File: src/rtl/iasf_pkg.sv
// What this block does
// - Mode field 01b selects I2S framing
// - I2S frame length field sets half frame
// - I2S master raises sync, sends first buffer
// - Default I2S word starts one bit late
// - Justified I2S: MSB on sync edge bit
// - After word, unused mode bit rules output
// - Link frame: 256 bits, tag plus slots
// - Link sync high 16, low 240 bits
// - Link data starts one bit after sync
// - Link: codec clock in, sync from it
// - Mode 10b 16-bit link, 11b 20-bit
// - 16-bit link truncates received slots
// - 16-bit link pads four low bits zero
// - 16-bit link keeps real slot boundaries
// - 20-bit link: sixteen 16-bit slots
// - Link modes ignore word and frame fields
// - 16-bit link uses slot enables 12..0
// - Length 01b flags every two words
// - Clock direction set: clock is input
// - Sync direction clear: master drives sync
// - Edge select set: sample rising edge
// - Slot enables gate transmit and receive
// - I2S master sync has 50% duty
// - Slave finishes frame, ignores extra syncs
package iasf_pkg;
  localparam logic [7:0] OFF_CTRL1 = 8'h00;
  localparam logic [7:0] OFF_CTRL2 = 8'h04;
  localparam logic [7:0] OFF_CLKGEN = 8'h08;
  localparam logic [7:0] OFF_STATUS = 8'h0C;
  localparam logic [7:0] OFF_TXEN = 8'h10;
  localparam logic [7:0] OFF_RXEN = 8'h14;
  localparam logic [3:0] TXBUF_HI = 4'h2;
  localparam logic [3:0] RXBUF_HI = 4'h3;
  localparam logic [15:0] CTRL1_WMASK = 16'h8763;
  localparam logic [11:0] CTRL2_WMASK = 12'hDEF;
  localparam int EN_BIT = 15;
  localparam int CLKDIR_BIT = 10;
  localparam int EDGE_BIT = 9;
  localparam int FSDIR_BIT = 8;
  localparam int UNUSED_BIT = 6;
  localparam int JUST_BIT = 5;
  localparam int MODE_LSB = 0;
  localparam int BUFFER_LENGTH_FIELD_LSB = 10;
  localparam int FLEN_LSB = 5;
  localparam int WS_LSB = 0;
  localparam int FLAG_BIT = 0;
  localparam logic [2:0] HSIZE_WORD = 3'h2;
  localparam logic [9:0] AC_FRAME = 10'h100;
  localparam logic [9:0] AC_FS_HIGH = 10'h010;
  localparam logic [4:0] AC_TAG_LEN = 5'h10;
  localparam logic [4:0] AC_SLOT_LEN = 5'h14;
  localparam logic [3:0] AC16_LAST = 4'hC;
  localparam logic [15:0] AC16_MASK = 16'h1FFF;
  localparam logic [3:0] FULL_FIELD = 4'hF;
  localparam logic [4:0] WORD_BITS = 5'h10;
  typedef enum logic [1:0] {
    MODE_MULTI = 2'b00,
    MODE_I2S = 2'b01,
    MODE_AC16 = 2'b10,
    MODE_AC20 = 2'b11
  } iasf_mode_t;
  typedef enum logic {
    LINK_IDLE = 1'b0,
    LINK_RUN = 1'b1
  } iasf_link_t;
endpackage

File: src/rtl/iasf_serial_framing.sv
`timescale 1ns/1ps
module iasf_serial_framing (
  // Clock and reset
  input wire logic clk,
  input wire logic rstn,
  // AHB-Lite slave
  input wire logic hsel,
  input wire logic [31:0] haddr,
  input wire logic [1:0] htrans,
  input wire logic hwrite,
  input wire logic [2:0] hsize,
  input wire logic hready,
  input wire logic [31:0] hwdata,
  output logic hreadyout,
  output logic hresp,
  output logic [31:0] hrdata,
  // Serial bit clock pin
  input wire logic serial_bit_clock_pin_in,
  output logic serial_bit_clock_pin_out,
  output logic serial_bit_clock_pin_oe_n,
  // Frame sync pin
  input wire logic frame_sync_pin_in,
  output logic frame_sync_pin_out,
  output logic frame_sync_pin_oe_n,
  // Serial data
  input wire logic serial_data_in_pin,
  output logic serial_data_out_pin_out,
  output logic serial_data_out_pin_oe_n,
  // Buffer event
  output logic interface_interrupt_flag
);

  typedef struct packed {
    logic [15:0] ctrl1;
    logic [11:0] ctrl2;
    logic [7:0] clkdiv;
    logic [15:0] txen;
    logic [15:0] rxen;
    logic [3:0][15:0] txbuf;
    logic [3:0][15:0] rxbuf;
    logic flag;
    logic wr_pend;
    logic [7:0] wr_addr;
    logic [31:0] hrdata;
    logic [1:0] sck_sync;
    logic [1:0] fs_sync;
    logic [1:0] sdi_sync;
    logic [7:0] div_cnt;
    logic sck_gen;
    logic bclk_d;
    iasf_pkg::iasf_link_t link;
    logic [9:0] bit_cnt;
    logic [3:0] slot;
    logic [4:0] sbit;
    logic [1:0] idx;
    logic data_on;
    logic tx_act;
    logic rx_act;
    logic [15:0] tx_sh;
    logic [15:0] rx_sh;
    logic fs_prev;
    logic fs_out;
    logic sdo;
  } iasf_state_t;

  iasf_state_t st;
  iasf_state_t n;

  logic en;
  logic clk_dir;
  logic edge_sel;
  logic fs_dir;
  logic unused_mode;
  logic just;
  iasf_pkg::iasf_mode_t mode;
  logic ac;
  logic i2s;
  logic [1:0] buffer_length_field;
  logic [3:0] fl_eff;
  logic [3:0] ws_eff;
  logic [4:0] word_len;
  logic [4:0] fl_p1;
  logic [9:0] half_len;
  logic [9:0] frame_len;
  logic [9:0] delay;
  logic [4:0] slot_len;
  logic [3:0] last_slot;
  logic [15:0] tx_mask;
  logic [15:0] rx_mask;
  logic bclk;
  logic drive_e;
  logic sample_e;
  logic fs_now;

  assign en = st.ctrl1[iasf_pkg::EN_BIT];
  assign clk_dir = st.ctrl1[iasf_pkg::CLKDIR_BIT];
  assign edge_sel = st.ctrl1[iasf_pkg::EDGE_BIT];
  assign fs_dir = st.ctrl1[iasf_pkg::FSDIR_BIT];
  assign unused_mode = st.ctrl1[iasf_pkg::UNUSED_BIT];
  assign just = st.ctrl1[iasf_pkg::JUST_BIT];
  assign mode = iasf_pkg::iasf_mode_t'(st.ctrl1[iasf_pkg::MODE_LSB +: 2]);
  assign ac = mode[1];
  assign i2s = (mode == iasf_pkg::MODE_I2S);
  assign buffer_length_field = st.ctrl2[iasf_pkg::BUFFER_LENGTH_FIELD_LSB +: 2];
  // Protocol fixes the sizes in both link modes
  assign fl_eff = ac ? iasf_pkg::FULL_FIELD : st.ctrl2[iasf_pkg::FLEN_LSB +: 4];
  assign ws_eff = ac ? iasf_pkg::FULL_FIELD : st.ctrl2[iasf_pkg::WS_LSB +: 4];
  assign word_len = {1'b0, ws_eff} + 5'h01;
  assign fl_p1 = {1'b0, fl_eff} + 5'h01;
  assign half_len = {5'h00, fl_p1} * {5'h00, word_len};
  // I2S field covers one half only
  assign frame_len = ac ? iasf_pkg::AC_FRAME :
                     i2s ? {half_len[8:0], 1'b0} : half_len;
  assign delay = (i2s && just) ? 10'h000 : 10'h001;
  // 16-bit link: tag slot is 16 bits, data slots 20
  assign slot_len = (mode != iasf_pkg::MODE_AC16) ? word_len :
                    (st.slot == 4'h0) ? iasf_pkg::AC_TAG_LEN : iasf_pkg::AC_SLOT_LEN;
  assign last_slot = (mode == iasf_pkg::MODE_AC16) ? iasf_pkg::AC16_LAST : fl_eff;
  assign tx_mask = (mode == iasf_pkg::MODE_AC16) ? (st.txen & iasf_pkg::AC16_MASK) : st.txen;
  assign rx_mask = (mode == iasf_pkg::MODE_AC16) ? (st.rxen & iasf_pkg::AC16_MASK) : st.rxen;
  assign bclk = clk_dir ? st.sck_sync[1] : st.sck_gen;
  // Launch on the edge opposite the sampling edge
  assign sample_e = edge_sel ? (bclk & ~st.bclk_d) : (~bclk & st.bclk_d);
  assign drive_e = edge_sel ? (~bclk & st.bclk_d) : (bclk & ~st.bclk_d);
  assign fs_now = st.fs_sync[1];

  logic take;
  logic flag_set;
  logic flag_clr;
  logic go;
  logic start;
  logic slot_end;
  logic ndon;
  logic [9:0] c;
  logic [3:0] nslot;
  logic [4:0] nsb;
  logic [1:0] ni;
  logic [15:0] word;
  logic [31:0] rd;

  always_comb begin
    n = st;
    take = 1'b0;
    flag_set = 1'b0;
    flag_clr = 1'b0;
    go = 1'b0;
    start = 1'b0;
    slot_end = 1'b0;
    ndon = 1'b0;
    c = 10'h000;
    nslot = st.slot;
    nsb = st.sbit;
    ni = st.idx;
    word = 16'h0000;
    rd = 32'h0000_0000;
    // Bus address phase
    take = hsel & hready & htrans[1] & (hsize == iasf_pkg::HSIZE_WORD);
    n.wr_pend = take & hwrite;
    n.wr_addr = haddr[7:0];
    case (haddr[7:0])
      iasf_pkg::OFF_CTRL1: rd = {16'h0000, st.ctrl1};
      iasf_pkg::OFF_CTRL2: rd = {20'h00000, st.ctrl2};
      iasf_pkg::OFF_CLKGEN: rd = {24'h000000, st.clkdiv};
      iasf_pkg::OFF_STATUS: begin
        rd = {20'h00000, st.slot, 5'h00, (fs_dir ? fs_now : st.fs_out),
              (st.link == iasf_pkg::LINK_RUN), st.flag};
      end
      iasf_pkg::OFF_TXEN: rd = {16'h0000, st.txen};
      iasf_pkg::OFF_RXEN: rd = {16'h0000, st.rxen};
      default: begin
        if (haddr[7:4] == iasf_pkg::TXBUF_HI) begin
          rd = {16'h0000, st.txbuf[haddr[3:2]]};
        end else if (haddr[7:4] == iasf_pkg::RXBUF_HI) begin
          rd = {16'h0000, st.rxbuf[haddr[3:2]]};
        end
      end
    endcase
    if (take && !hwrite) begin
      n.hrdata = rd;
    end
    // Bus data phase
    if (st.wr_pend) begin
      case (st.wr_addr)
        iasf_pkg::OFF_CTRL1: n.ctrl1 = hwdata[15:0] & iasf_pkg::CTRL1_WMASK;
        iasf_pkg::OFF_CTRL2: n.ctrl2 = hwdata[11:0] & iasf_pkg::CTRL2_WMASK;
        iasf_pkg::OFF_CLKGEN: n.clkdiv = hwdata[7:0];
        iasf_pkg::OFF_STATUS: flag_clr = hwdata[iasf_pkg::FLAG_BIT];
        iasf_pkg::OFF_TXEN: n.txen = hwdata[15:0];
        iasf_pkg::OFF_RXEN: n.rxen = hwdata[15:0];
        default: begin
          if (st.wr_addr[7:4] == iasf_pkg::TXBUF_HI) begin
            n.txbuf[st.wr_addr[3:2]] = hwdata[15:0];
          end
        end
      endcase
    end
    // Pin synchronisers
    n.sck_sync = {st.sck_sync[0], serial_bit_clock_pin_in};
    n.fs_sync = {st.fs_sync[0], frame_sync_pin_in};
    n.sdi_sync = {st.sdi_sync[0], serial_data_in_pin};
    n.bclk_d = bclk;
    // Bit clock generator, half period of clkdiv+1 cycles
    if (en && !clk_dir) begin
      if (st.div_cnt == st.clkdiv) begin
        n.div_cnt = 8'h00;
        n.sck_gen = ~st.sck_gen;
      end else begin
        n.div_cnt = st.div_cnt + 8'h01;
      end
    end else begin
      n.div_cnt = 8'h00;
      n.sck_gen = 1'b0;
    end
    if (!en) begin
      n.link = iasf_pkg::LINK_IDLE;
      n.bit_cnt = 10'h000;
      n.slot = 4'h0;
      n.sbit = 5'h00;
      n.idx = 2'h0;
      n.data_on = 1'b0;
      n.tx_act = 1'b0;
      n.rx_act = 1'b0;
      n.fs_out = 1'b0;
      n.sdo = 1'b0;
    end else if (drive_e) begin
      n.fs_prev = fs_now;
      // Close the current slot
      slot_end = st.data_on && (st.sbit == slot_len - 5'h01);
      if (slot_end && (st.tx_act || st.rx_act)) begin
        if (st.rx_act) begin
          n.rxbuf[st.idx] = st.rx_sh << (iasf_pkg::FULL_FIELD - ws_eff);
        end
        if (st.idx == buffer_length_field) begin
          ni = 2'h0;
          flag_set = 1'b1;
        end else begin
          ni = st.idx + 2'h1;
        end
      end
      n.idx = ni;
      if (st.link == iasf_pkg::LINK_RUN) begin
        if (st.bit_cnt >= frame_len - 10'h001) begin
          // Slave waits for a fresh sync after the full frame
          go = ~fs_dir;
          c = 10'h000;
        end else begin
          go = 1'b1;
          c = st.bit_cnt + 10'h001;
        end
      end else if (!fs_dir) begin
        go = 1'b1;
        c = 10'h000;
      end else begin
        // Sync changed one bit time ago
        go = i2s ? (fs_now != st.fs_prev) : (fs_now & ~st.fs_prev);
        c = 10'h001;
      end
      if (go) begin
        n.link = iasf_pkg::LINK_RUN;
        n.bit_cnt = c;
        if (ac) begin
          n.fs_out = ~fs_dir & (c < iasf_pkg::AC_FS_HIGH);
        end else if (i2s) begin
          n.fs_out = ~fs_dir & (c < half_len);
        end else begin
          n.fs_out = ~fs_dir & (c == 10'h000);
        end
        start = (c == delay) || (i2s && (c == half_len + delay));
        if (start) begin
          ndon = 1'b1;
          nslot = 4'h0;
          nsb = 5'h00;
        end else if (st.data_on && slot_end) begin
          ndon = (st.slot != last_slot);
          nslot = st.slot + 4'h1;
          nsb = 5'h00;
        end else if (st.data_on) begin
          ndon = 1'b1;
          nsb = st.sbit + 5'h01;
        end
      end else begin
        n.link = iasf_pkg::LINK_IDLE;
        n.fs_out = 1'b0;
      end
      n.data_on = ndon;
      n.slot = nslot;
      n.sbit = nsb;
      if (ndon && (nsb == 5'h00)) begin
        word = st.txbuf[ni];
        n.tx_act = tx_mask[nslot];
        n.rx_act = rx_mask[nslot];
        n.sdo = tx_mask[nslot] & word[15];
        n.tx_sh = {word[14:0], 1'b0};
        n.rx_sh = 16'h0000;
      end else if (ndon && st.tx_act) begin
        n.sdo = (nsb < iasf_pkg::WORD_BITS) & st.tx_sh[15];
        n.tx_sh = {st.tx_sh[14:0], 1'b0};
      end else if (!ndon) begin
        n.tx_act = 1'b0;
        n.rx_act = 1'b0;
        n.sdo = 1'b0;
      end
    end else if (sample_e && st.rx_act && st.data_on) begin
      // Bits past sixteen are dropped
      if (st.sbit < iasf_pkg::WORD_BITS) begin
        n.rx_sh = {st.rx_sh[14:0], st.sdi_sync[1]};
      end
    end
    // A new event beats a clear in the same cycle
    n.flag = (st.flag & ~flag_clr) | flag_set;
  end

  always_ff @(posedge clk) begin
    if (!rstn) begin
      st <= '0;
    end else begin
      st <= n;
    end
  end

  assign hreadyout = 1'b1;
  assign hresp = 1'b0;
  assign hrdata = st.hrdata;
  assign serial_bit_clock_pin_out = st.sck_gen;
  assign serial_bit_clock_pin_oe_n = clk_dir;
  assign frame_sync_pin_out = st.fs_out;
  assign frame_sync_pin_oe_n = fs_dir;
  assign serial_data_out_pin_out = st.sdo;
  // Float unused slots so a second device can share the line
  assign serial_data_out_pin_oe_n = unused_mode & ~st.tx_act;
  assign interface_interrupt_flag = st.flag;
endmodule

File: config.mk
export PLATFORM = sky130hd
export DESIGN_NAME = iasf_serial_framing
export DESIGN_NICKNAME = d
export VERILOG_FILES = /design/src/rtl/iasf_pkg.sv /design/src/rtl/iasf_serial_framing.sv
export SDC_FILE = /design/constraint.sdc
export NUM_CORES = 1
export LEC_CHECK = 0
export BUFFER_PORTS_ARGS = -buffer_cell sky130_fd_sc_hd__buf_4
export CORE_ASPECT_RATIO = 0.8
export CORE_MARGIN = 4
export CORE_UTILIZATION = 40
export DETAILED_ROUTE_END_ITERATION = 10
export MAX_ROUTING_LAYER = met4
export PLACE_DENSITY_LB_ADDON = 0.08
export REMOVE_ABC_BUFFERS = 1
export SYNTH_ARGS = -nofsm -noshare
export SYNTH_HDL_FRONTEND = slang
export SYNTH_SLANG_ARGS = --single-unit
File: constraint.sdc
create_clock -name clk -period 10.34 [get_ports clk]
set_input_delay 1.034 -clock clk [delete_from_list [all_inputs] [get_ports clk]]
set_output_delay 1.034 -clock clk [all_outputs]
set_load 0.1 [all_outputs]
==> tab_implementation.tex, run 1 <==
\begin{tabular}{lr}
\hline
Metric & Value \\
\hline
\multicolumn{2}{l}{\textbf{Run status}} \\
\quad Result of the run & completed \\
\multicolumn{2}{l}{\textbf{Clock network}} \\
\quad Clock insertion delay at the later pin of the skew report & about 0.59 ns \\
\quad H-Tree Depth & 1 \\
\quad Clock-pin slew on the worst setup and hold paths & 0.07 ns \\
\quad CTS tree & built \\
\quad Post-CTS setup buffers & 0 \\
\quad Number of buffers inserted during clock tree synthesis & 31 \\
\quad Number of clock sinks seen by CTS & approximately 290 \\
\quad CTS root buffer & sky130\_fd\_sc\_hd\_\_clkbuf\_16 \\
\quad Maximum buffer depth of the clock tree & 3 \\
\multicolumn{2}{l}{\textbf{Hold path}} \\
\quad Cells on Worst Hold Path & 1 \\
\quad Hold path endpoint & st[75] \\
\quad Type of the tightest min-delay check & flip-flop to flip-flop \\
\quad Hold path startpoint & n[75] \\
\multicolumn{2}{l}{\textbf{Floorplan}} \\
\quad Chip Height & between 150 and 200 µm \\
\quad Die ar. & about 0.046 mm² \\
\quad Core Footprint & between 0.04 and 0.05 mm² \\
\quad DIE WIDTH & 240.0 µm \\
\quad Starting density of the core & 0.4078 \\
\quad Row Count & 67 \\
\quad Boundary Pins & 118 \\
\multicolumn{2}{l}{\textbf{Final layout}} \\
\quad FILL cells & 4162 \\
\quad Number of antenna repair diodes & 0 \\
\quad Combined flip-flop and latch cell area & 0.005747 mm² \\
\quad \# nets final & between 2000 and 2500 \\
\quad Most frequent standard cell in the layout excluding fill and tap cells & sky130\_fd\_sc\_hd\_\_nand2\_1 \\
\quad Most used cells in the layout excluding fill and tap cells & sky130\_fd\_sc\_hd\_\_nand2\_1 (302), sky130\_fd\_sc\_hd\_\_dfxtp\_1 (286), sky130\_fd\_sc\_hd\_\_mux2i\_1 (166), sky130\_fd\_sc\_hd\_\_nor2\_1 (158), sky130\_fd\_sc\_hd\_\_nor2b\_1 (114) \\
\quad Layout cell share with drive strength beyond 1 & 0.1175 \\
\quad Layout overhead on the synthesized area & 10.41\% \\
\quad Area of combinational cells with multiple inputs & approximately 0.011 mm² \\
\quad Fin util & 0.4503 \\
\multicolumn{2}{l}{\textbf{Yosys}} \\
\quad Post-synth EDFFs & 0 \\
\quad Number of warnings printed during yosys synthesis & 0 \\
\quad Average cell area after synthesis & 8.585 µm² \\
\quad Number of distinct standard cells referenced by the synthesized netlist & 82 \\
\quad Share of cell area taken by muxes after synthesis & 0.1565 \\
\quad Parity-gate share of the synthesized area counting xor and xnor cells & 0.03101 \\
\quad Primary flip-flop cell chosen by synthesis mapping & sky130\_fd\_sc\_hd\_\_dfxtp\_1 \\
\quad Sequential cell area fraction in the yosys report & 0.3335 \\
\quad Synthesized-area fraction occupied by adder cells & 0.04749 \\
\quad Largest family of logic cells by synthesized area & simple AND/OR/NAND/NOR gates \\
\quad Synthesized-area fraction occupied by and/or/nand/nor cells & 0.2147 \\
\quad Netlist area before placement & between 0.015 and 0.02 mm² \\
\quad Synthesized netlist cell count & $\sim$2000 \\
\quad Number of synthesized register bits & between 200 and 300 \\
\quad Share of flip-flops with an asynchronous set or reset after synthesis & 0 \\
\quad Compound-cell area share of the yosys netlist & 0.1614 \\
\multicolumn{2}{l}{\textbf{Drt}} \\
\quad Number of nets with antenna violations after routing & 0 \\
\quad Routed wire length & 54860 µm \\
\quad Detailed-route wire length per cell & 21.56 µm \\
\quad Number of DRC violations after detailed-routing iteration 0 & approximately 1200 \\
\quad Total via count in the routed design & $\sim$14000 \\
\quad Number of DRC violations after detailed routing & 0 \\
\quad Drt via density & around 5.7 \\
\quad TritonRoute pass-1 iters & 5 \\
\multicolumn{2}{l}{\textbf{Critical path}} \\
\quad Worst path slowest cell & sky130\_fd\_sc\_hd\_\_or4\_4 \\
\quad Type of origin of the critical path & flip-flop \\
\quad Worst Reg2Reg Path Length in Cells & 31 \\
\quad Critical R2R Capture & st[35] \\
\quad Worst reg2reg startpoint & ac \\
\quad Setup slack of the worst register-to-register path & 0.63 ns \\
\quad Arrival time of the worst setup path & between 10 and 15 ns \\
\quad Number of buffers and inverters on the critical path & 3 \\
\quad CP required & approximately 11 ns \\
\quad Class of the most critical setup path & flip-flop to flip-flop \\
\quad Critical path peak fanout & 14 \\
\quad Longest individual stage delay on the worst path & $\sim$0.6 ns \\
\quad Nature of the critical path endpoint & flip-flop \\
\quad Cell family with the largest share of critical-path delay & simple AND/OR/NAND/NOR gates \\
\multicolumn{2}{l}{\textbf{Timing}} \\
\quad Maximum clock rate & just over 100 MHz \\
\quad Period utilization & 0.9387 \\
\quad Total negative slack & 0 ns \\
\quad RSZ-0062 raised after global routing & false \\
\quad Final worst clock skew & 0.01088 ns \\
\quad Worst slew margin relative to its limit & 0.2120 \\
\quad Final setup viols & 0 \\
\quad Total count of max-transition violations in the final report & 0 \\
\quad Worst-case setup margin in the final layout & about 0.63 ns \\
\quad WHS & between 0.4 and 0.5 ns \\
\quad Tmin final & approximately 9.7 ns \\
\quad Hold Fails Final Rpt & 0 \\
\quad Worst Tran Pin Value & around 1.2 ns \\
\multicolumn{2}{l}{\textbf{Global routing}} \\
\quad Largest net degree at the start of global routing & between 90 and 100 \\
\quad Vias in the first global route & 13320 \\
\quad Global-route wire length before repair & between 80000 and 90000 µm \\
\quad Antenna violations before repair & 0 \\
\quad Remaining global-route overflow & 0 \\
\quad Tot GR Track Use & 0.2336 \\
\multicolumn{2}{l}{\textbf{Power}} \\
\quad Power Dens Cells & 128.1 mW/mm² \\
\quad Worst voltage drop across the vdd grid & 0.1145 mV \\
\quad Leakage & about 7.4 nW \\
\quad Total power after layout & 2.437 mW \\
\multicolumn{2}{l}{\textbf{Placed design}} \\
\quad Final estimated routing congestion in global placement & slightly below 0.9 \\
\quad Post-DP HPWL & between 30000 and 40000 µm \\
\quad Number of buffers added on ports & 58 \\
\quad Worst slack, placed & about 0.16 ns \\
\multicolumn{2}{l}{\textbf{Run}} \\
\quad Max-cap violation count & 0 \\
\hline
\end{tabular}
-- worst max-delay path by stage --
stage	slack, ns	end	depth (start not counted)	start
4_1_cts	0.11	st[35]	35	ac
5_1_grt	0.04	st[12]	33	st[287]
3_5_place_dp	0.16	st[35]	35	ac
3_3_place_gp	0.31	st[35]	35	ac
2_1_floorplan	0.46	st[3]	33	ac
6_report	0.63	st[35]	31	ac
-- power by group --
group	switching (mW)	internal, mW	total [mW]	leakage, nW
Combinational	0.0758	0.0315	0.107	4.60
Sequential	0.00202	1.11	1.11	2.31
Clock	0.488	0.731	1.22	0.527
Total	0.566	1.87	2.44	7.44
-- flip-flops by register name (all words and copies together) (netlist names) --
signal,count
ac,1
buffer_length_field,2
edge_sel,1
en,1
frame_sync_pin_oe_n,1
frame_sync_pin_out,1
fs_now,1
hrdata,16
interface_interrupt_flag,1
just,1
mode,1
n,3
serial_bit_clock_pin_oe_n,1
serial_bit_clock_pin_out,1
serial_data_out_pin_out,1
st,254
-- stage by stage --
step / std cells / cell area, µm²
after global routing: 2544 / 19020
after floorplan: 1847 / 16480
after global placement: 2491 / 17910
final: 2544 / 19020
after CTS: 2544 / 19010
after detailed placement: 2491 / 17910
-- area by class of cell --
cell class              instances  area share
clock buffers                  38     0.04479
clock inverters                15     0.01296
inverters                      37    0.007300
multi-input cells            1523      0.5601
flip-flops and latches        287      0.3021
well taps                     552     0.03630
repair buffers                 92     0.03650
-- cells in the mapped netlist, types with 32 or more instances --
library cell               count  area, µm²
sky130_fd_sc_hd__nor2b_1     115      719.4
sky130_fd_sc_hd__o21ai_0      45      225.2
sky130_fd_sc_hd__mux4_2       35      788.3
sky130_fd_sc_hd__a21boi_0     94      705.7
sky130_fd_sc_hd__a21oi_1      71      355.3
sky130_fd_sc_hd__nor2_1      158      593.1
sky130_fd_sc_hd__xnor2_1      32      280.3
sky130_fd_sc_hd__buf_4        36      270.3
sky130_fd_sc_hd__mux2i_1     167       1672
sky130_fd_sc_hd__nand2_1     302       1134
sky130_fd_sc_hd__nand3_1      43      215.2
sky130_fd_sc_hd__ha_1         51      638.1
sky130_fd_sc_hd__clkbuf_1    121      454.2
sky130_fd_sc_hd__inv_1        32      120.1
sky130_fd_sc_hd__dfxtp_1     287       5746
-- worst register-to-register path, delay by kind of cell (launching register included) --
kind | cells | cell delay [ns]
mux | 1 | 0.37
buf+inv | 3 | 0.42
flops | 1 | 0.41
compound gates | 10 | 2.01
fa+ha+maj | 5 | 2.21
simple gates | 9 | 3.13
xor+xnor | 3 | 1.04
-- metal layers --
layer	vias to the layer above	routed length, µm	global-route usage
li1	6942	-	-
met1	7003	27490	0.3553
met2	382	23860	0.3418
met3	58	2702	0.02432
met4	0	802	0.03483
met5	-	0	-
-- logic make-up after synthesis --
| kind of cell | Yosys count |
|---|---|
| other | 2 |
| adder cells (fa/ha/maj) | 60 |
| flip-flops | 287 |
| multiplexers | 223 |
| AND/OR/NAND/NOR | 776 |
| buffers and inverters | 213 |
| AO/OA/AOI/OAI | 389 |
| XOR/XNOR | 57 |
-- what timing repair did --
action / in CTS / in global routing
hold buffers: 0 / 0
gates resized for setup: 0 / 4
endpoints found under the setup margin: 0 / 34
No activity file was read; power rests on OpenSTA's default activity.
==> run 2, diff against run 1 <==
--- a/config.mk
+++ b/config.mk
@@ -7,7 +7,7 @@
 export LEC_CHECK = 0
 export BUFFER_PORTS_ARGS = -buffer_cell sky130_fd_sc_hd__buf_4
 export CORE_ASPECT_RATIO = 0.8
-export CORE_MARGIN = 4
+export CORE_MARGIN = 2
 export CORE_UTILIZATION = 40
 export DETAILED_ROUTE_END_ITERATION = 10
 export MAX_ROUTING_LAYER = met4
==> run 2 against run 1 <==
  * Global-route usage is 1.4 points higher
  * Core utilization is 0.12 points lower
  * Hold slack worse by 0.0077 ns
  * Clock skew is 0.0012 ns higher
  * Final area is 0.47% lower
  * Total power is 4.1% lower
  * Worst setup slack better by 0.070 ns
  * First-iteration DRC count is 12% lower
  * Via count hardly changed
  * Clock-buffer cell count is 11 higher
  * Highest routed layer unchanged
==> tab_implementation.tex, run 2 (synthesis gave the netlist of run 1 again) <==
\begin{tabular}{lr}
\hline
Metric & Value \\
\hline
\multicolumn{2}{l}{\textbf{Run status}} \\
\quad Result of the run & completed (unchanged) \\
\multicolumn{2}{l}{\textbf{Timing}} \\
\quad Final setup viols & 0 (unchanged) \\
\quad WHS & 0.4227 ns (was 0.4304 ns) \\
\quad RSZ-0062 raised after global routing & false (unchanged) \\
\quad Worst slew margin relative to its limit & 0.1742 (was 0.2120) \\
\quad Total count of max-transition violations in the final report & 0 (unchanged) \\
\quad Worst-case setup margin in the final layout & 0.7036 ns (was 0.6338 ns) \\
\quad Final worst clock skew & 0.01206 ns (was 0.01088 ns) \\
\quad Tmin final & 9.636 ns (was 9.706 ns) \\
\quad Total negative slack & 0 ns (unchanged) \\
\quad Hold Fails Final Rpt & 0 (unchanged) \\
\quad Worst Tran Pin Value & 1.235 ns (was 1.181 ns) \\
\quad Period utilization & 0.9320 (was 0.9387) \\
\quad Maximum clock rate & 103.8 MHz (was 103.0 MHz) \\
\multicolumn{2}{l}{\textbf{Final layout}} \\
\quad Most frequent standard cell in the layout excluding fill and tap cells & sky130\_fd\_sc\_hd\_\_nand2\_1 (unchanged) \\
\quad Reg with most FFs & st (unchanged) \\
\quad Max reg flops & 254 (unchanged) \\
\quad Layout overhead on the synthesized area & 9.898\% (was 10.41\%) \\
\quad Most used cells in the layout excluding fill and tap cells & sky130\_fd\_sc\_hd\_\_nand2\_1 (302), sky130\_fd\_sc\_hd\_\_dfxtp\_1 (286), sky130\_fd\_sc\_hd\_\_mux2i\_1 (166), sky130\_fd\_sc\_hd\_\_nor2\_1 (158), sky130\_fd\_sc\_hd\_\_nor2b\_1 (114) (unchanged) \\
\quad Fin util & 0.4491 (was 0.4503) \\
\quad \# nets final & 2111 (was 2109) \\
\quad Number of antenna repair diodes & 0 (unchanged) \\
\quad Layout Cells excl Fill & 2549 (was 2544) \\
\quad Post-layout instance area & 0.01894 mm² (was 0.01902 mm²) \\
\quad Layout cell share with drive strength beyond 1 & 0.1147 (was 0.1175) \\
\multicolumn{2}{l}{\textbf{Drt}} \\
\quad Drt via density & 5.639 (was 5.654) \\
\quad Number of DRC violations after detailed routing & 0 (unchanged) \\
\quad Number of nets with antenna violations after routing & 0 (unchanged) \\
\quad Total via count in the routed design & 14370 (was 14390) \\
\quad Detailed-route wire length per cell & 21.39 µm (was 21.56 µm) \\
\quad TritonRoute pass-1 iters & 5 (unchanged) \\
\quad Routed wire length & 54510 µm (was 54860 µm) \\
\quad Number of DRC violations after detailed-routing iteration 0 & 1092 (was 1238) \\
\multicolumn{2}{l}{\textbf{Critical path}} \\
\quad Total stage count of the critical path & 37 (was 31) \\
\quad Critical path startpoint & st[287] (was ac) \\
\quad Critical R2R Capture & st[35] (unchanged) \\
\quad Arrival time of the worst setup path & 10.11 ns (was 10.18 ns) \\
\quad Type of origin of the critical path & flip-flop (unchanged) \\
\quad Most repeated library cell on the critical path & sky130\_fd\_sc\_hd\_\_nor2\_1 \\
\quad Number of buffers and inverters on the critical path & 6 (was 3) \\
\quad Worst path slowest cell & sky130\_fd\_sc\_hd\_\_dfxtp\_1 (was sky130\_fd\_sc\_hd\_\_or4\_4) \\
\quad Class of the most critical setup path & flip-flop to flip-flop (unchanged) \\
\quad Worst reg2reg startpoint & st[287] (was ac) \\
\quad Longest individual stage delay on the worst path & 0.58 ns (was 0.59 ns) \\
\quad Critical path peak fanout & 11 (was 14) \\
\quad Worst Reg2Reg Path Length in Cells & 37 (was 31) \\
\quad Capturing instance or port of the critical path & st[35] (unchanged) \\
\quad Setup slack of the worst register-to-register path & 0.70 ns (was 0.63 ns) \\
\quad CP required & 10.81 ns (about the same) \\
\quad Nature of the critical path endpoint & flip-flop (unchanged) \\
\quad Cell family with the largest share of critical-path delay & simple AND/OR/NAND/NOR gates (unchanged) \\
\multicolumn{2}{l}{\textbf{Power}} \\
\quad Leakage & 7.406 nW (was 7.440 nW) \\
\quad Worst voltage drop across the vdd grid & 0.1127 mV (was 0.1145 mV) \\
\quad Total power after layout & 2.336 mW (was 2.437 mW) \\
\quad Power Dens Cells & 123.4 mW/mm² (was 128.1 mW/mm²) \\
\multicolumn{2}{l}{\textbf{Placed design}} \\
\quad Post-DP HPWL & 38220 µm (was 37960 µm) \\
\quad Number of buffers added on ports & 58 (unchanged) \\
\quad Worst slack, placed & 0.3405 ns (was 0.1609 ns) \\
\quad Cell Area, Placed & 0.01792 mm² (was 0.01791 mm²) \\
\quad \# placed instances & 2493 (was 2491) \\
\quad Final estimated routing congestion in global placement & 0.9118 (was 0.8747) \\
\multicolumn{2}{l}{\textbf{Clock network}} \\
\quad CTS root buffer & sky130\_fd\_sc\_hd\_\_clkbuf\_16 (unchanged) \\
\quad Clock-pin slew on the worst setup and hold paths & 0.06 ns (was 0.07 ns) \\
\quad CTS tree & built (unchanged) \\
\quad Number of buffers inserted during clock tree synthesis & 31 (unchanged) \\
\quad Clock insertion delay at the later pin of the skew report & 0.58 ns (was 0.59 ns) \\
\quad Number of clock sinks seen by CTS & 287 (unchanged) \\
\quad Hold buffer count at cts & 0 (unchanged) \\
\quad H-Tree Depth & 1 (unchanged) \\
\quad Maximum buffer depth of the clock tree & 3 (unchanged) \\
\multicolumn{2}{l}{\textbf{Global routing}} \\
\quad Met1 usage in global routing & 0.3553 (about the same) \\
\quad Largest net degree at the start of global routing & 107 (was 99) \\
\quad Layer with the highest usage after global routing & met2 (was met1) \\
\quad Remaining global-route overflow & 0 (unchanged) \\
\quad Vias in the first global route & 13780 (was 13320) \\
\quad Met2 usage in global routing & 0.3757 (was 0.3418) \\
\quad Tot GR Track Use & 0.2472 (was 0.2336) \\
\quad Antenna violations before repair & 2 (was 0) \\
\quad Global-route wire length before repair & 83660 µm (was 83300 µm) \\
\quad Met3 GRT Util & 0.02989 (was 0.02432) \\
\multicolumn{2}{l}{\textbf{Floorplan}} \\
\quad Core Footprint & 0.04217 mm² (was 0.04225 mm²) \\
\quad Starting density of the core & 0.4086 (was 0.4078) \\
\quad Chip Height & 189.6 µm (was 193.6 µm) \\
\quad Row Count & 67 (unchanged) \\
\quad DIE WIDTH & 236.0 µm (was 240.0 µm) \\
\quad Boundary Pins & 118 (unchanged) \\
\quad Die ar. & 0.04476 mm² (was 0.04648 mm²) \\
\multicolumn{2}{l}{\textbf{Hold path}} \\
\quad Type of the tightest min-delay check & flip-flop to flip-flop (unchanged) \\
\multicolumn{2}{l}{\textbf{Run}} \\
\quad Max-cap violation count & 0 (unchanged) \\
\hline
\end{tabular}
-- run 2: cell type report --
cell class	count	area [µm²]
Clock buffer	49	913.4
Clock inverter	7	93.84
Fill cell	4159	23230
Inverter	37	138.9
Multi-Input combinational cell	1523	10640
Sequential cell	287	5747
Tap cell	552	690.7
Timing Repair Buffer	94	709.4
-- run 2: worst register-to-register path, delay by kind of cell (launching register included) --
kind                     cells  cell delay [ns]
buffers and inverters        6             0.94
XOR/XNOR                     2             0.61
AND/OR/NAND/NOR             13             2.63
adder cells (fa/ha/maj)      6             2.37
AO/OA/AOI/OAI               10             2.37
flip-flops                   1             0.58
-- run 2: worst min-delay path by stage --
stage,slack (ns),depth (start not counted),start,endpoint
2_1_floorplan,0.41,1,n[73],fs_now
3_5_place_dp,0.42,1,n[75],st[75]
6_report,0.42,1,n[75],st[75]
4_1_cts,0.43,1,n[75],st[75]
5_1_grt,0.45,1,n[75],st[75]
3_3_place_gp,0.42,1,n[75],st[75]
-- run 2: routing by layer --
layer	wire length (µm)	vias to the layer above
li1	-	6945
met3	2727	67
met2	23540	367
met5	0	-
met1	27250	6995
met4	994	0
-- run 2: timing repair --
item / in CTS / in global routing
setup buffers: 0 / 0
gates resized for setup: 0 / 3
endpoints found under the setup margin: 0 / 29
-- run 2: report_power, final --
group          total [mW]  internal [mW]  switching (mW)
Clock                1.12          0.651           0.468
Combinational       0.107         0.0315          0.0753
Sequential           1.11           1.11         0.00215
==> run 3, diff against run 2 <==
--- a/config.mk
+++ b/config.mk
@@ -8,7 +8,7 @@
 export BUFFER_PORTS_ARGS = -buffer_cell sky130_fd_sc_hd__buf_4
 export CORE_ASPECT_RATIO = 0.8
 export CORE_MARGIN = 2
-export CORE_UTILIZATION = 40
+export CORE_UTILIZATION = 55
 export DETAILED_ROUTE_END_ITERATION = 10
 export MAX_ROUTING_LAYER = met4
 export PLACE_DENSITY_LB_ADDON = 0.08
==> run 3 against run 2 <==
  * Clock skew increased by 0.012 ns
  * Critical path depth decreased by 3
  * Maximum frequency decreased by 0.52%
  * Non-clock buffer count decreased by 4
  * Clock-buffer cell count decreased by 7
  * Critical path type unchanged
  * Routed wire length decreased by 7.2%
  * Flip-flop and latch count unchanged
  * Die area decreased by 27%
==> tab_implementation.tex, run 3 (synthesis gave the netlist of run 1 again) <==
\begin{tabular}{lr}
\hline
Metric & Value \\
\hline
\multicolumn{2}{l}{\textbf{Global routing}} \\
\quad Global-route wire length before repair & 78710 µm (was 83660 µm) \\
\quad Largest net degree at the start of global routing & 103 (was 107) \\
\quad Remaining global-route overflow & 0 (unchanged) \\
\quad Antenna violations before repair & 1 (was 2) \\
\quad Tot GR Track Use & 0.3133 (was 0.2472) \\
\quad Vias in the first global route & 13740 (was 13780) \\
\multicolumn{2}{l}{\textbf{Critical path}} \\
\quad Type of origin of the critical path & flip-flop (unchanged) \\
\quad Class of the most critical setup path & flip-flop to flip-flop (unchanged) \\
\quad Nature of the critical path endpoint & flip-flop (unchanged) \\
\quad Worst reg2reg startpoint & ac (was st[287]) \\
\quad Setup slack of the worst register-to-register path & 0.65 ns (was 0.70 ns) \\
\quad Worst Reg2Reg Path Length in Cells & 34 (was 37) \\
\quad Worst path slowest cell & sky130\_fd\_sc\_hd\_\_or4\_4 (was sky130\_fd\_sc\_hd\_\_dfxtp\_1) \\
\quad Arrival time of the worst setup path & 10.15 ns (was 10.11 ns) \\
\quad Critical path peak fanout & 19 (was 11) \\
\quad Longest individual stage delay on the worst path & 0.60 ns (was 0.58 ns) \\
\quad Critical R2R Capture & st[35] (unchanged) \\
\quad CP required & 10.81 ns (about the same) \\
\quad Most repeated library cell on the critical path & sky130\_fd\_sc\_hd\_\_or2\_2 (was sky130\_fd\_sc\_hd\_\_nor2\_1) \\
\multicolumn{2}{l}{\textbf{Placed design}} \\
\quad Worst slack, placed & 0.6226 ns (was 0.3405 ns) \\
\quad Final estimated routing congestion in global placement & 0.9470 (was 0.9118) \\
\quad Number of buffers added on ports & 58 (unchanged) \\
\quad Post-DP HPWL & 35560 µm (was 38220 µm) \\
\multicolumn{2}{l}{\textbf{Floorplan}} \\
\quad Row Count & 57 (was 67) \\
\quad DIE WIDTH & 201.9 µm (was 236.0 µm) \\
\quad Core Footprint & 0.03060 mm² (was 0.04217 mm²) \\
\quad Starting density of the core & 0.5632 (was 0.4086) \\
\quad Chip Height & 162.3 µm (was 189.6 µm) \\
\quad Die ar. & 0.03277 mm² (was 0.04476 mm²) \\
\quad Boundary Pins & 118 (unchanged) \\
\multicolumn{2}{l}{\textbf{Power}} \\
\quad Worst voltage drop across the vdd grid & 0.1151 mV (was 0.1127 mV) \\
\quad Leakage & 7.335 nW (was 7.406 nW) \\
\quad Total power after layout & 2.259 mW (was 2.336 mW) \\
\quad Power Dens Cells & 121.1 mW/mm² (was 123.4 mW/mm²) \\
\multicolumn{2}{l}{\textbf{Drt}} \\
\quad Detailed-route wire length per cell & 21.07 µm (was 21.39 µm) \\
\quad Number of DRC violations after detailed-routing iteration 0 & 1447 (was 1092) \\
\quad TritonRoute pass-1 iters & 5 (unchanged) \\
\quad Drt via density & 6.127 (was 5.639) \\
\quad Routed wire length & 50580 µm (was 54510 µm) \\
\quad Number of DRC violations after detailed routing & 0 (unchanged) \\
\quad Number of nets with antenna violations after routing & 0 (unchanged) \\
\quad Total via count in the routed design & 14700 (was 14370) \\
\multicolumn{2}{l}{\textbf{Timing}} \\
\quad Maximum clock rate & 103.2 MHz (was 103.8 MHz) \\
\quad Hold Fails Final Rpt & 0 (unchanged) \\
\quad Final setup viols & 0 (unchanged) \\
\quad Total count of max-transition violations in the final report & 0 (unchanged) \\
\quad Worst Tran Pin Value & 1.214 ns (was 1.235 ns) \\
\quad Worst slew margin relative to its limit & 0.1875 (was 0.1742) \\
\quad Tmin final & 9.686 ns (was 9.636 ns) \\
\quad Total negative slack & 0 ns (unchanged) \\
\quad Period utilization & 0.9368 (was 0.9320) \\
\quad RSZ-0062 raised after global routing & false (unchanged) \\
\quad Worst-case setup margin in the final layout & 0.6537 ns (was 0.7036 ns) \\
\quad Final worst clock skew & 0.02446 ns (was 0.01206 ns) \\
\multicolumn{2}{l}{\textbf{Clock network}} \\
\quad CTS root buffer & sky130\_fd\_sc\_hd\_\_clkbuf\_16 (unchanged) \\
\quad H-Tree Depth & 1 (unchanged) \\
\quad Number of buffers inserted during clock tree synthesis & 30 (was 31) \\
\quad Clock-pin slew on the worst setup and hold paths & 0.07 ns (was 0.06 ns) \\
\quad Maximum buffer depth of the clock tree & 3 (unchanged) \\
\quad CTS tree & built (unchanged) \\
\quad Number of clock sinks seen by CTS & 287 (unchanged) \\
\quad Clock insertion delay at the later pin of the skew report & 0.60 ns (was 0.58 ns) \\
\multicolumn{2}{l}{\textbf{Final layout}} \\
\quad Layout overhead on the synthesized area & 8.228\% (was 9.898\%) \\
\quad Layout cell share with drive strength beyond 1 & 0.1108 (was 0.1147) \\
\quad Max reg flops & 254 (unchanged) \\
\quad Reg with most FFs & st (unchanged) \\
\quad Most frequent standard cell in the layout excluding fill and tap cells & sky130\_fd\_sc\_hd\_\_nand2\_1 (unchanged) \\
\quad Most used cells in the layout excluding fill and tap cells & sky130\_fd\_sc\_hd\_\_nand2\_1 (302), sky130\_fd\_sc\_hd\_\_dfxtp\_1 (286), sky130\_fd\_sc\_hd\_\_mux2i\_1 (166), sky130\_fd\_sc\_hd\_\_nor2\_1 (158), sky130\_fd\_sc\_hd\_\_nor2b\_1 (114) (unchanged) \\
\quad \# nets final & 2106 (was 2111) \\
\multicolumn{2}{l}{\textbf{Hold path}} \\
\quad Type of the tightest min-delay check & flip-flop to flip-flop (unchanged) \\
\quad Hold path endpoint & st[71] (was st[75]) \\
\quad Hold path startpoint & n[71] (was n[75]) \\
\quad Cells on Worst Hold Path & 1 (unchanged) \\
\multicolumn{2}{l}{\textbf{Run}} \\
\quad Max-cap violation count & 0 (unchanged) \\
\multicolumn{2}{l}{\textbf{Run status}} \\
\quad Result of the run & completed (unchanged) \\
\hline
\end{tabular}
## run 3: metrics by stage
stage / util / cell area [µm²] / instances / hold WS (ns)
6_report: 0.6095 / 18650 / 2400 / 0.4314
5_1_grt: 0.6094 / 18650 / 2399 / 0.4492
4_1_cts: 0.6093 / 18640 / 2398 / 0.4356
3_5_place_dp: 0.5792 / 17720 / 2350 / 0.4214
3_3_place_gp: 0.5792 / 17720 / 2350 / 0.4149
2_1_floorplan: - / 16480 / 1847 / 0.4118
## run 3: worst max-delay path by stage
stage / to / slack (ns) / cells after the start / start
after CTS: st[35] / 0.57 / 36 / ac
after detailed placement: st[35] / 0.62 / 36 / ac
after floorplan: st[3] / 0.46 / 33 / ac
after global routing: st[35] / 0.03 / 36 / ac
after global placement: st[35] / 0.73 / 36 / ac
final: st[35] / 0.65 / 34 / ac
## run 3: what timing repair did
item                       in CTS  in global routing
setup buffers                   0                  0
resized for setup               0                  2
setup endpoints to repair       0                 33
hold buffers                    0                  0
## run 3: power by group
part	leakage, nW	internal [mW]	total [mW]	switching [mW]
Sequential	2.31	1.11	1.11	0.00199
Combinational	4.58	0.0313	0.104	0.0729
Clock	0.446	0.584	1.04	0.460
## run 3: layout make-up
cell class              count  area (µm²)
diodes                      2       5.005
clock buffers              42       835.8
clock inverters             6       86.33
fillers                  2729       11950
inverters                  37       138.9
multi-input cells        1523       10640
flip-flops and latches    287        5747
well taps                 413       516.7
repair buffers             90       679.4
## run 3: worst max-delay path: cells and delay by family, from the launching register on
kind                       cells  cell delay, ns
AOI/OAI and AO/OA              7            1.79
and+or+nand+nor               15            3.52
xor gates and xnor gates       2            0.65
muxes                          1            0.36
buffers and inverters          3            0.43
adders and majority gates      6            2.40
DFF                            1            0.39
## run 3: routing by layer
layer | GRT usage | wire, µm | vias up
met2 | 0.4778 | 22230 | 513
li1 | - | - | 6933
met3 | 0.04936 | 3768 | 81
met5 | - | 0 | -
met1 | 0.4383 | 23460 | 7177
met4 | 0.07152 | 1109 | 0
